File: src/didf_pkg.sv
// Package with constants and types for the digital input function dispatcher.
package didf_pkg;

  // Function selector codes handled by this block.
  localparam logic [5:0] FN_TORQUE_PROHIBIT = 6'h1D;
  localparam logic [5:0] FN_PULSE_INPUT = 6'h1E;
  localparam logic [5:0] FN_DC_BRAKE_NOW = 6'h20;
  localparam logic [5:0] FN_EXT_FAULT_NC = 6'h21;
  localparam logic [5:0] FN_FREQ_LOCK = 6'h22;
  localparam logic [5:0] FN_PID_REVERSE = 6'h23;
  localparam logic [5:0] FN_EXT_STOP_ONE = 6'h24;
  localparam logic [5:0] FN_CMD_SRC_TWO = 6'h25;
  localparam logic [5:0] FN_PID_INT_HOLD = 6'h26;
  localparam logic [5:0] FN_MAIN_PRESET = 6'h27;
  localparam logic [5:0] FN_AUX_PRESET = 6'h28;
  localparam logic [5:0] FN_MOTOR_SEL_ONE = 6'h29;
  localparam logic [5:0] FN_MOTOR_SEL_TWO = 6'h2A;
  localparam logic [5:0] FN_PID_SET_SWAP = 6'h2B;
  localparam logic [5:0] FN_USER_FAULT_ONE = 6'h2C;
  localparam logic [5:0] FN_USER_FAULT_TWO = 6'h2D;
  localparam logic [5:0] FN_MODE_SWAP = 6'h2E;
  localparam logic [5:0] FN_EMERGENCY_STOP = 6'h2F;
  localparam logic [5:0] FN_EXT_STOP_TWO = 6'h30;
  localparam logic [5:0] FN_DECEL_DC_BRAKE = 6'h31;
  localparam logic [5:0] FN_CLEAR_RUN_TIME = 6'h32;
  localparam logic [5:0] FN_LINE_MODE_SWAP = 6'h33;

  // Fault codes reported to the drive core.
  localparam logic [7:0] FAULT_NONE = 8'h00;
  localparam logic [7:0] FAULT_EXTERNAL = 8'h0F;
  localparam logic [7:0] FAULT_USER_ONE = 8'h1B;
  localparam logic [7:0] FAULT_USER_TWO = 8'h1C;

  // Index of the pulse capable input (the fifth terminal, counted from zero).
  localparam int PULSE_INPUT_INDEX = 4;
  // Deceleration time group used by the second external stop (group four).
  localparam logic [1:0] DECEL_GROUP_FOUR = 2'h3;
  // Pid set selection mode value that hands the choice to a terminal.
  localparam logic [1:0] PID_SET_BY_TERMINAL = 2'h1;

  // Register map of the plain register port.
  localparam logic [7:0] ADDR_FUNC_BASE = 8'h00;
  localparam logic [7:0] ADDR_CONFIG = 8'h10;
  localparam logic [7:0] ADDR_STATUS = 8'h11;
  localparam logic [7:0] ADDR_LEVELS = 8'h12;
  localparam logic [5:0] FUNC_RESET = 6'h00;
  localparam logic [15:0] CONFIG_RESET = 16'h0000;

  // Config register field positions.
  localparam int CFG_CMD_SRC_LSB = 0;
  localparam int CFG_LINE_MODE_LSB = 2;
  localparam int CFG_PID_SEL_LSB = 4;
  localparam int CFG_DEFAULT_TORQUE = 6;
  localparam int CFG_PID_DIR = 7;
  localparam int CFG_RUN_EN_A = 8;
  localparam int CFG_RUN_EN_B = 9;

  // Command sources of the drive.
  typedef enum logic [1:0] {
    DIDF_SRC_PANEL = 2'h0,
    DIDF_SRC_TERMINAL = 2'h1,
    DIDF_SRC_COMM = 2'h2
  } didf_cmd_src_t;

  // Terminal command modes.
  typedef enum logic [1:0] {
    DIDF_TWO_LINE_ONE = 2'h0,
    DIDF_TWO_LINE_TWO = 2'h1,
    DIDF_THREE_LINE_ONE = 2'h2,
    DIDF_THREE_LINE_TWO = 2'h3
  } didf_line_mode_t;

  // Stop sequencer states.
  typedef enum logic [1:0] {
    DIDF_IDLE,
    DIDF_DECEL_TO_BRAKE,
    DIDF_DC_BRAKE
  } didf_brake_state_t;

endpackage : didf_pkg

File: src/didf_term_decode.sv
// Per-terminal decoder: one stored selector and one filtered level to a one-hot request set.
`timescale 1ns/1ps
module didf_term_decode
  import didf_pkg::*;
#(
  parameter int INDEX = 0
) (
  input wire logic [5:0] func_sel,
  input wire logic level,
  output logic [22:0] req
);

  // Bit k of the request vector stands for selector code 29 + k.
  function automatic logic [22:0] didf_onehot(input logic [5:0] code);
    logic [22:0] v;
    v = 23'h000000;
    if (code >= FN_TORQUE_PROHIBIT && code <= FN_LINE_MODE_SWAP) begin
      v[5'(code - FN_TORQUE_PROHIBIT)] = 1'b1;
    end
    return v;
  endfunction : didf_onehot

  // Pulse input counts only on the fifth terminal.
  logic pulse_ok;
  assign pulse_ok = (func_sel != FN_PULSE_INPUT) || (INDEX == PULSE_INPUT_INDEX);
  // An active terminal raises the request of its selected function.
  assign req = (level && pulse_ok) ? didf_onehot(func_sel) : 23'h000000;

endmodule : didf_term_decode

File: src/didf_dispatcher.sv
// Digital input function dispatcher for terminal functions 29 to 51.
//
// Operation
// - Torque-prohibit terminal forces speed control mode.
// - Pulse input works only on fifth terminal.
// - Immediate brake enters DC braking without deceleration.
// - NC external fault raises fault 15, stops.
// - Frequency-lock terminal ignores all frequency changes.
// - Reverse-PID terminal inverts configured PID direction.
// - External stop one acts only under panel.
// - Terminal source plus switch moves to communication.
// - PID integral pause freezes integral term only.
// - Preset frequency replaces main or auxiliary source.
// - Two motor-select terminals form a 2-bit code.
// - Codes map to motors one to four.
// - Terminal picks PID set when mode is one.
// - User faults raise 27 or 28, configured action.
// - Mode-swap terminal selects the non-default control mode.
// - Emergency stop fastest, current held at limit.
// - External stop two decelerates using time four.
// - Decel brake slows to brake frequency, then brakes.
// - Clear running time when enables allow it.
// - Two-line mode 1 swaps to three-line mode 1.
`timescale 1ns/1ps
module didf_dispatcher
  import didf_pkg::*;
#(
  parameter int NUM_TERMS = 10
) (
  input wire logic core_clk,
  input wire logic resetn,
  input wire logic clk_en,
  input wire logic [NUM_TERMS-1:0] term_level,
  input wire logic at_brake_freq,
  input wire logic [7:0] reg_addr,
  input wire logic [15:0] reg_wdata,
  input wire logic reg_wr,
  input wire logic reg_rd,
  output logic [15:0] reg_rdata,
  output logic speed_mode_force,
  output logic torque_mode_sel,
  output logic pulse_count_en,
  output logic dc_brake_req,
  output logic decel_to_brake_req,
  output logic [7:0] fault_code,
  output logic fault_user_action,
  output logic stop_req,
  output logic stop_fast_req,
  output logic current_limit_hold,
  output logic [1:0] decel_group_sel,
  output logic freq_change_block,
  output logic pid_direction_eff,
  output logic pid_integral_hold,
  output logic main_use_preset,
  output logic aux_use_preset,
  output logic [1:0] cmd_source_eff,
  output logic [1:0] motor_sel,
  output logic pid_set_two_sel,
  output logic run_time_clear,
  output logic [1:0] line_mode_eff
);

  // Stored selectors, one per terminal, and the configuration register.
  logic [5:0] func_q [NUM_TERMS];
  logic [15:0] config_q;
  logic [15:0] rdata_q;
  logic [22:0] req_vec [NUM_TERMS];
  logic [22:0] req_any;
  logic [22:0] req_prev_q;
  logic [22:0] req_rise;
  didf_brake_state_t brake_q;
  didf_brake_state_t brake_d;

  // Register write decode.
  wire wr_config = reg_wr && (reg_addr == ADDR_CONFIG);

  // Configuration fields.
  wire [1:0] cmd_source_cfg = config_q[CFG_CMD_SRC_LSB +: 2];
  wire [1:0] line_mode_cfg = config_q[CFG_LINE_MODE_LSB +: 2];
  wire [1:0] pid_set_select_mode = config_q[CFG_PID_SEL_LSB +: 2];
  wire default_control_mode = config_q[CFG_DEFAULT_TORQUE];
  wire pid_direction_setting = config_q[CFG_PID_DIR];
  wire running_time_enable_a = config_q[CFG_RUN_EN_A];
  wire running_time_enable_b = config_q[CFG_RUN_EN_B];

  // One decoder per terminal, and its selector register.
  genvar gi;
  generate
    for (gi = 0; gi < NUM_TERMS; gi++) begin : g_term
      didf_term_decode #(.INDEX(gi)) u_dec (
        .func_sel(func_q[gi]),
        .level(term_level[gi]),
        .req(req_vec[gi])
      );
      always_ff @(posedge core_clk) begin
        if (!resetn) begin
          func_q[gi] <= FUNC_RESET;
        end else if (clk_en && reg_wr && reg_addr == ADDR_FUNC_BASE + 8'(gi)) begin
          func_q[gi] <= reg_wdata[5:0];
        end
      end
    end
  endgenerate

  // Any terminal carrying a function makes it active.
  always_comb begin
    req_any = 23'h000000;
    for (int i = 0; i < NUM_TERMS; i++) begin
      req_any = req_any | req_vec[i];
    end
  end

  // Rising edges of each function, for event style requests.
  assign req_rise = req_any & ~req_prev_q;

  // Function bit positions within the request vector.
  localparam int B_TQP = 0;
  localparam int B_PUL = 1;
  localparam int B_DCN = 3;
  localparam int B_EXF = 4;
  localparam int B_FRL = 5;
  localparam int B_PRV = 6;
  localparam int B_ST1 = 7;
  localparam int B_CS2 = 8;
  localparam int B_PIH = 9;
  localparam int B_MPR = 10;
  localparam int B_APR = 11;
  localparam int B_MS1 = 12;
  localparam int B_MS2 = 13;
  localparam int B_PSW = 14;
  localparam int B_UF1 = 15;
  localparam int B_UF2 = 16;
  localparam int B_MSW = 17;
  localparam int B_EST = 18;
  localparam int B_ST2 = 19;
  localparam int B_DDB = 20;
  localparam int B_CRT = 21;
  localparam int B_LMS = 22;

  // Control mode: prohibit beats the swap terminal.
  assign speed_mode_force = req_any[B_TQP];
  assign torque_mode_sel = !req_any[B_TQP] && (default_control_mode ^ req_any[B_MSW]);
  assign pulse_count_en = req_any[B_PUL];

  // Frequency and PID steering levels.
  assign freq_change_block = req_any[B_FRL];
  assign pid_direction_eff = pid_direction_setting ^ req_any[B_PRV];
  assign pid_integral_hold = req_any[B_PIH];
  assign main_use_preset = req_any[B_MPR];
  assign aux_use_preset = req_any[B_APR];
  assign pid_set_two_sel = (pid_set_select_mode == PID_SET_BY_TERMINAL) && req_any[B_PSW];

  // Motor group: terminal 2 is the high bit, so code 0..3 means motor 1..4.
  assign motor_sel = {req_any[B_MS2], req_any[B_MS1]};

  // Command source switchover from terminal to communication.
  assign cmd_source_eff = (cmd_source_cfg == DIDF_SRC_TERMINAL && req_any[B_CS2]) ?
                          DIDF_SRC_COMM : cmd_source_cfg;

  // Line mode switchover from two-line 1 to three-line 1.
  assign line_mode_eff = (line_mode_cfg == DIDF_TWO_LINE_ONE && req_any[B_LMS]) ?
                         DIDF_THREE_LINE_ONE : line_mode_cfg;

  // Stop requests; stop one is honoured only under panel control.
  wire stop_one = req_any[B_ST1] && (cmd_source_eff == DIDF_SRC_PANEL);
  wire stop_two = req_any[B_ST2];
  wire stop_emg = req_any[B_EST];
  wire ext_fault = req_any[B_EXF];
  assign stop_fast_req = stop_emg;
  assign current_limit_hold = stop_emg;

  // Stop sequencer: immediate brake skips the deceleration phase.
  always_comb begin
    brake_d = brake_q;
    unique case (brake_q)
      DIDF_IDLE: begin
        if (req_any[B_DCN]) begin
          brake_d = DIDF_DC_BRAKE;
        end else if (req_rise[B_DDB]) begin
          brake_d = DIDF_DECEL_TO_BRAKE;
        end
      end
      DIDF_DECEL_TO_BRAKE: begin
        if (req_any[B_DCN] || at_brake_freq) begin
          brake_d = DIDF_DC_BRAKE;
        end else if (!req_any[B_DDB]) begin
          brake_d = DIDF_IDLE;
        end
      end
      DIDF_DC_BRAKE: begin
        if (!req_any[B_DCN] && !req_any[B_DDB]) begin
          brake_d = DIDF_IDLE;
        end
      end
    endcase
  end

  assign dc_brake_req = (brake_q == DIDF_DC_BRAKE);
  assign decel_to_brake_req = (brake_q == DIDF_DECEL_TO_BRAKE);

  // Registered event and data outputs.
  logic [7:0] fault_q;
  logic fault_user_q;
  logic stop_q;
  logic [1:0] decel_q;
  logic clear_q;

  // Fault priority: external fault first, then user faults.
  wire [7:0] fault_d = ext_fault ? FAULT_EXTERNAL :
                       req_any[B_UF1] ? FAULT_USER_ONE :
                       req_any[B_UF2] ? FAULT_USER_TWO : FAULT_NONE;
  wire clear_d = req_rise[B_CRT] && running_time_enable_a && running_time_enable_b;

  // Sequential state: edges, fault, stop and sequencer.
  always_ff @(posedge core_clk) begin
    if (!resetn) begin
      req_prev_q <= 23'h000000;
      brake_q <= DIDF_IDLE;
      fault_q <= FAULT_NONE;
      fault_user_q <= 1'b0;
      stop_q <= 1'b0;
      decel_q <= 2'h0;
      clear_q <= 1'b0;
    end else if (clk_en) begin
      req_prev_q <= req_any;
      brake_q <= brake_d;
      fault_q <= fault_d;
      fault_user_q <= !ext_fault && (req_any[B_UF1] || req_any[B_UF2]);
      stop_q <= stop_one || stop_two || stop_emg || ext_fault;
      decel_q <= stop_two ? DECEL_GROUP_FOUR : 2'h0;
      clear_q <= clear_d;
    end
  end

  assign fault_code = fault_q;
  assign fault_user_action = fault_user_q;
  assign stop_req = stop_q;
  assign decel_group_sel = decel_q;
  assign run_time_clear = clear_q;

  // Config write and read port; reads answer one cycle later.
  logic [15:0] rd_mux;
  always_comb begin
    rd_mux = 16'h0000;
    if (reg_addr == ADDR_CONFIG) begin
      rd_mux = config_q;
    end else if (reg_addr == ADDR_STATUS) begin
      rd_mux = {fault_q, 4'h0, motor_sel, brake_q};
    end else if (reg_addr == ADDR_LEVELS) begin
      rd_mux = 16'(term_level);
    end else if (reg_addr < ADDR_FUNC_BASE + 8'(NUM_TERMS)) begin
      rd_mux = {10'h000, func_q[reg_addr[3:0]]};
    end
  end

  always_ff @(posedge core_clk) begin
    if (!resetn) begin
      config_q <= CONFIG_RESET;
      rdata_q <= 16'h0000;
    end else if (clk_en) begin
      if (wr_config) begin
        config_q <= reg_wdata;
      end
      rdata_q <= reg_rd ? rd_mux : 16'h0000;
    end
  end
  assign reg_rdata = rdata_q;

  // Checks next to the logic.
  stop_fault_a: assert property (@(posedge core_clk) disable iff (!resetn)
    clk_en && ext_fault |=> fault_code == FAULT_EXTERNAL && stop_req)
    else $error("external fault not reported");
  brake_direct_a: assert property (@(posedge core_clk) disable iff (!resetn)
    clk_en && req_any[B_DCN] |=> dc_brake_req)
    else $error("immediate brake not entered");
  speed_force_a: assert property (@(posedge core_clk) disable iff (!resetn)
    req_any[B_TQP] |-> !torque_mode_sel && speed_mode_force)
    else $error("torque mode while prohibited");
  stop_decel_a: assert property (@(posedge core_clk) disable iff (!resetn)
    clk_en && stop_two |=> stop_req && decel_group_sel == DECEL_GROUP_FOUR)
    else $error("stop two wrong decel group");
  src_switch_a: assert property (@(posedge core_clk) disable iff (!resetn)
    cmd_source_cfg == DIDF_SRC_TERMINAL && req_any[B_CS2] |-> cmd_source_eff == DIDF_SRC_COMM)
    else $error("command source not switched");
  line_switch_a: assert property (@(posedge core_clk) disable iff (!resetn)
    line_mode_cfg == DIDF_TWO_LINE_ONE && req_any[B_LMS] |-> line_mode_eff == DIDF_THREE_LINE_ONE)
    else $error("line mode not switched");
  motor_code_a: assert property (@(posedge core_clk) disable iff (!resetn)
    req_any[B_MS2] && !req_any[B_MS1] |-> motor_sel == 2'h2)
    else $error("motor three code wrong");
  run_clear_a: assert property (@(posedge core_clk) disable iff (!resetn)
    run_time_clear |-> $past(running_time_enable_a) && $past(running_time_enable_b))
    else $error("run time cleared while disabled");
  decel_brake_a: assert property (@(posedge core_clk) disable iff (!resetn)
    clk_en && decel_to_brake_req && at_brake_freq |=> dc_brake_req)
    else $error("decel brake did not enter braking");

endmodule : didf_dispatcher

File: config.mk
export PLATFORM = sky130hd
export DESIGN_NAME = didf_dispatcher
export DESIGN_NICKNAME = d
export VERILOG_FILES = /design/src/didf_pkg.sv /design/src/didf_term_decode.sv /design/src/didf_dispatcher.sv
export SDC_FILE = /design/constraint.sdc
export NUM_CORES = 1
export LEC_CHECK = 0
export BUFFER_PORTS_ARGS = -buffer_cell sky130_fd_sc_hd__buf_2
export CORE_MARGIN = 2
export CORE_UTILIZATION = 40
export CTS_BUF_LIST = sky130_fd_sc_hd__clkbuf_4 sky130_fd_sc_hd__clkbuf_8
export DETAILED_ROUTE_END_ITERATION = 10
export PLACE_DENSITY_LB_ADDON = 0.15
export SYNTH_ARGS = -nofsm -noshare
export SYNTH_HDL_FRONTEND = slang
export SYNTH_HIERARCHICAL = 1
export SYNTH_SLANG_ARGS = --single-unit
File: constraint.sdc
create_clock -name core_clk -period 3.4 [get_ports core_clk]
set_input_delay 0.17 -clock core_clk [delete_from_list [all_inputs] [get_ports core_clk]]
set_output_delay 0.17 -clock core_clk [all_outputs]
set_load 0.02 [all_outputs]
Word level (Yosys, flattened, before mapping)
Memory sizes are Yosys's and may differ from the RTL's.
Cells that the tools add are included.

storage, ports and cells
  register bits after elaboration = 69
  bits in writable memories = 60
  input port bits = 40
  output and inout bits = 48
  word-level logic and storage cells = 275
  memories = 1

cells by class
  $add $sub $neg = 10
  $lt $le $gt $ge = 41
  equality and inequality tests = 28
  muxes and demuxes = 98
  bitwise gates (word level) = 23
  reductions and logical operators = 65

memory list
  name    depth  bits a word  rd ports  clocked after Yosys merged registers in  wr ports  line                   source
  func_q  10     6            11        0                                        10        didf_dispatcher.sv:64  logic [5:0] func_q [NUM_TERMS];

operators with widths
  kind                                                                      number
  23-bit 2-to-1 mux                                                         20
  23-bit bitwise OR                                                         9
  6-bit 2-to-1 mux                                                          11
  6-bit by 5-bit >= comparator with 1-bit output (second input constant)    10
  6-bit <= comparator (second input constant)                               10
  5-bit by 6-bit < comparator with 1-bit output (second input constant)     10
  6-bit by 5-bit inequality test with 1-bit output (second input constant)  9
  1-bit demux with 5-bit select                                             10
  5-bit by 1-bit >= comparator with 1-bit output (second input constant)    10
  1-bit logical AND                                                         50
  5-bit subtractor (second input constant)                                  10
  16-bit 2-to-1 mux                                                         3
  1-bit 2-to-1 mux                                                          41
  8-bit by 3-bit == test with 1-bit output (second input constant)          4
  8-bit by 5-bit == test with 1-bit output (second input constant)          3
  22-bit bitwise AND                                                        1
  22-bit inverter                                                           1
  8-bit by 2-bit == test with 1-bit output (second input constant)          2
  8-bit by 4-bit == test with 1-bit output (second input constant)          2
  2-bit 2-to-1 mux                                                          8
  5-bit 2-to-1 mux                                                          3
  10-bit 2-to-1 mux                                                         1
  1-bit bitwise OR                                                          10
  8-bit by 1-bit == test with 1-bit output (second input constant)          1
  other kinds (14)                                                          26

Depth between registers and ports, before layout
An unclocked memory read counts as a cell.

  word-level depth = 24
  mapped depth = 9
  depth with buffers taken out = 8

Modules after synthesis
Netlist, hierarchy kept.

by module, submodules not included
  module                                   instances  cells each  area an instance (um^2)  sequential area each (um^2)
  didf_dispatcher                          1          541         5417.7                   2682.6
  didf_term_decode at g_term[0].u_dec ...  9          48          297.8                    0.0
  didf_term_decode at g_term[4].u_dec      1          47          257.7                    0.0

Worst setup path after synthesis
Ideal clock, no wire load.

  path kind = register to register
  start point = mem func_q[4][1]
  end point = reg brake_q[0]
  arrival time = 2066 ps
  data required time = 3280 ps
  path slack = 1214 ps
  stages on the path, launching flop included = 10
  path buffers = 1
  clock period less this slack = 2186 ps
  cells stage by stage = edfxtp_1 buf_2 o21ai_0 o2bb2a_2 nor2_1 nor4_1 nand3_1 o311a_1 o32a_1 mux2i_1

RTL lines
  item                    line                    source
  start: declaration      didf_dispatcher.sv:64
  end signal: assignment  didf_dispatcher.sv:226  brake_q <= brake_d;
  end: declaration        didf_dispatcher.sv:71   didf_brake_state_t brake_q;

==> reports/qor.yml <==
port_buffers: 84
gp_congestion: 0.990
wl_met2_um: 12600
dpl_cell_area_um2: 8770
tightest_slew_ns: 0.955
maxUsedRoutingLayer: "met4"
num_io_pins: 88
area_growth_pct: 8.47
via_per_inst: 6.07
cts_buffers: 9
hp-start: "reg_wdata[13]"
wl_met3_um: 2820
r2r-start: "func_q[1][2]$_SDFFCE_PN0P_"
relSlewSlack: 0.357
utilization: 0.444
num_antenna_cells: 0
grt_remaining_overflow: 0
max_freq_mhz: 340
post-place-ws_ns: 0.746
met1Wirelength_um: 13700
drive_above_1_share: 0.180
fin_ws_ns: 0.459
drt_pass1_iterations: 8
grt_pass1_wl_um: 44400
finalSetupViolations: 0
critPathLaunchType: "flop"
rrSetupSlack_ns: 0.72
final.setup.tns_ns: 0
mostFrequentLayoutCells: "nor2_1, buf_2, nand2_1, and2_1, edfxtp_1"
skew_ns: 0.0140
crit_path_end: "pid_direction_eff"
cts_buffer_depth: 2
cts_tree: "yes"
outcome: "finished clean"
n_fill_cell: 2103
final_common_cell: "nor2_1"
yosysWarningCount: 6
cp_num_buf_inv: 1
die-area_um2: 22000
drv_cap: 0
clkSlewWorstSetupHoldPaths_ns: 0.11
r2r_cells: 7
drt-initial-drc-count: 933
min_period_ns: 2.94
drc: 0
slowest_delay_ns: 0.55
path_max_fanout: 10
clock-root-buffer: "clkbuf_8"
power_density_nw_per_um2: 312
layout.cells.non_filler: 1339
core_area_um2: 20300
cts_sinks: 104
fp.dieH_um: 148
netlist_area_um2: 8320
dp_hpwl_um: 24000
num-nets-final: 1107
rows: 52
worstPathRequired_ns: 3.23
synthCells: 1010
grt_use_total: 0.272
worstReg2RegEnd: "stop_req$_SDFFE_PN0P_"
start_util: 0.410
cts.htree.levels: 3
drt-total-wl_um: 30300
rsz0062_at_grt: "no"
finalCritPeriodShare: 0.865
crit_cells: 7
peakVddDrop_uv: 358
finalInstanceArea_um2: 9020
crit_path_start: "func_q[1][2]$_SDFFCE_PN0P_"
cp_top_family: "simple AND/OR/NAND/NOR gates"
finalHoldWorstSlack_ns: 0.00931
die_x_um: 148
grt_max_degree: 32
antenna_found_initial: 0
clk_latency_ns: 0.39
finalHoldViolCount: 0
total_power_mw: 2.81
routedWlPerCell_um: 22.6
end_kind: "primary output"
place_inst: 1317
slowest_stage: "edfxtp_1"
drv_slew: 0
ant_nets: 0
hp-class: "in2reg"
path_cells: "or3_1 > nand4b_1 > nor2_1 > nor4_1 > nand3_1 > xor2_1 > buf_2"
p_leak_nw: 3.18
path_class: "reg2out"
arrival_ns: 2.77
grt_pass1_vias: 7172
avgSynthCellArea_um2: 8.24
vias: 8131
[registers in the layout, indices dropped and copies added, names as in the netlist]
signal	flops
func_q	60
config_q	16
reg_rdata	16
fault_code	4
req_prev_q	3
brake_q	2
fault_user_action	1
run_time_clear	1
stop_req	1
[repair_timing]
action                    in CTS  in global routing
setup buffers                  0                  0
gates resized for setup        0                  0
hold endpoints to repair       6                  0
hold buffers                   6                  0
[worst reg2reg max path, stage by stage (launching register included)]
cell and delay (ns):
edfxtp_1 0.55, or3_1 0.44, nand4b_1 0.25, nor2_1 0.08, nor4_1 0.45, nand3_1 0.28, nor4_1 0.44, nor2_1 0.08
[worst min-delay path by stage]
stage | end | slack, ns | cells after the start
2_1_floorplan | config_q[10]$_SDFFE_PN0P_ | 0.31 | 2
3_3_place_gp | config_q[10]$_SDFFE_PN0P_ | 0.42 | 3
3_5_place_dp | config_q[10]$_SDFFE_PN0P_ | 0.42 | 3
4_1_cts | config_q[15]$_SDFFE_PN0P_ | 0.003 | 3
5_1_grt | config_q[15]$_SDFFE_PN0P_ | 0.02 | 3
6_report | config_q[13]$_SDFFE_PN0P_ | 0.009 | 3
[report_power, final]
| group | leakage [nW] | internal [mW] | total [mW] | switching, mW |
|---|---|---|---|---|
| Combinational | 2.15 | 0.196 | 0.538 | 0.342 |
| Sequential | 0.925 | 1.38 | 1.49 | 0.112 |
| Clock | 0.103 | 0.306 | 0.785 | 0.478 |
| Total | 3.18 | 1.88 | 2.81 | 0.933 |
[layout make-up]
cell class | count | area [um^2] | share of cell area
multi-input cells | 829 | 5150 | 0.571
flip-flops and latches | 104 | 2680 | 0.297
clock inverters | 6 | 57.6 | 0.00638
well taps | 270 | 338 | 0.0374
repair buffers | 107 | 608 | 0.0674
inverters | 13 | 48.8 | 0.00541
clock buffers | 10 | 138 | 0.0153
[metal layers]
metal / vias to the layer above / GRT usage
li1: 3755 / -
met1: 3887 / 0.405
met2: 420 / 0.381
met3: 69 / 0.0534
met4: 0 / 0.115
met5: - / 0
Note: power is estimated with default switching activity, not from simulation.
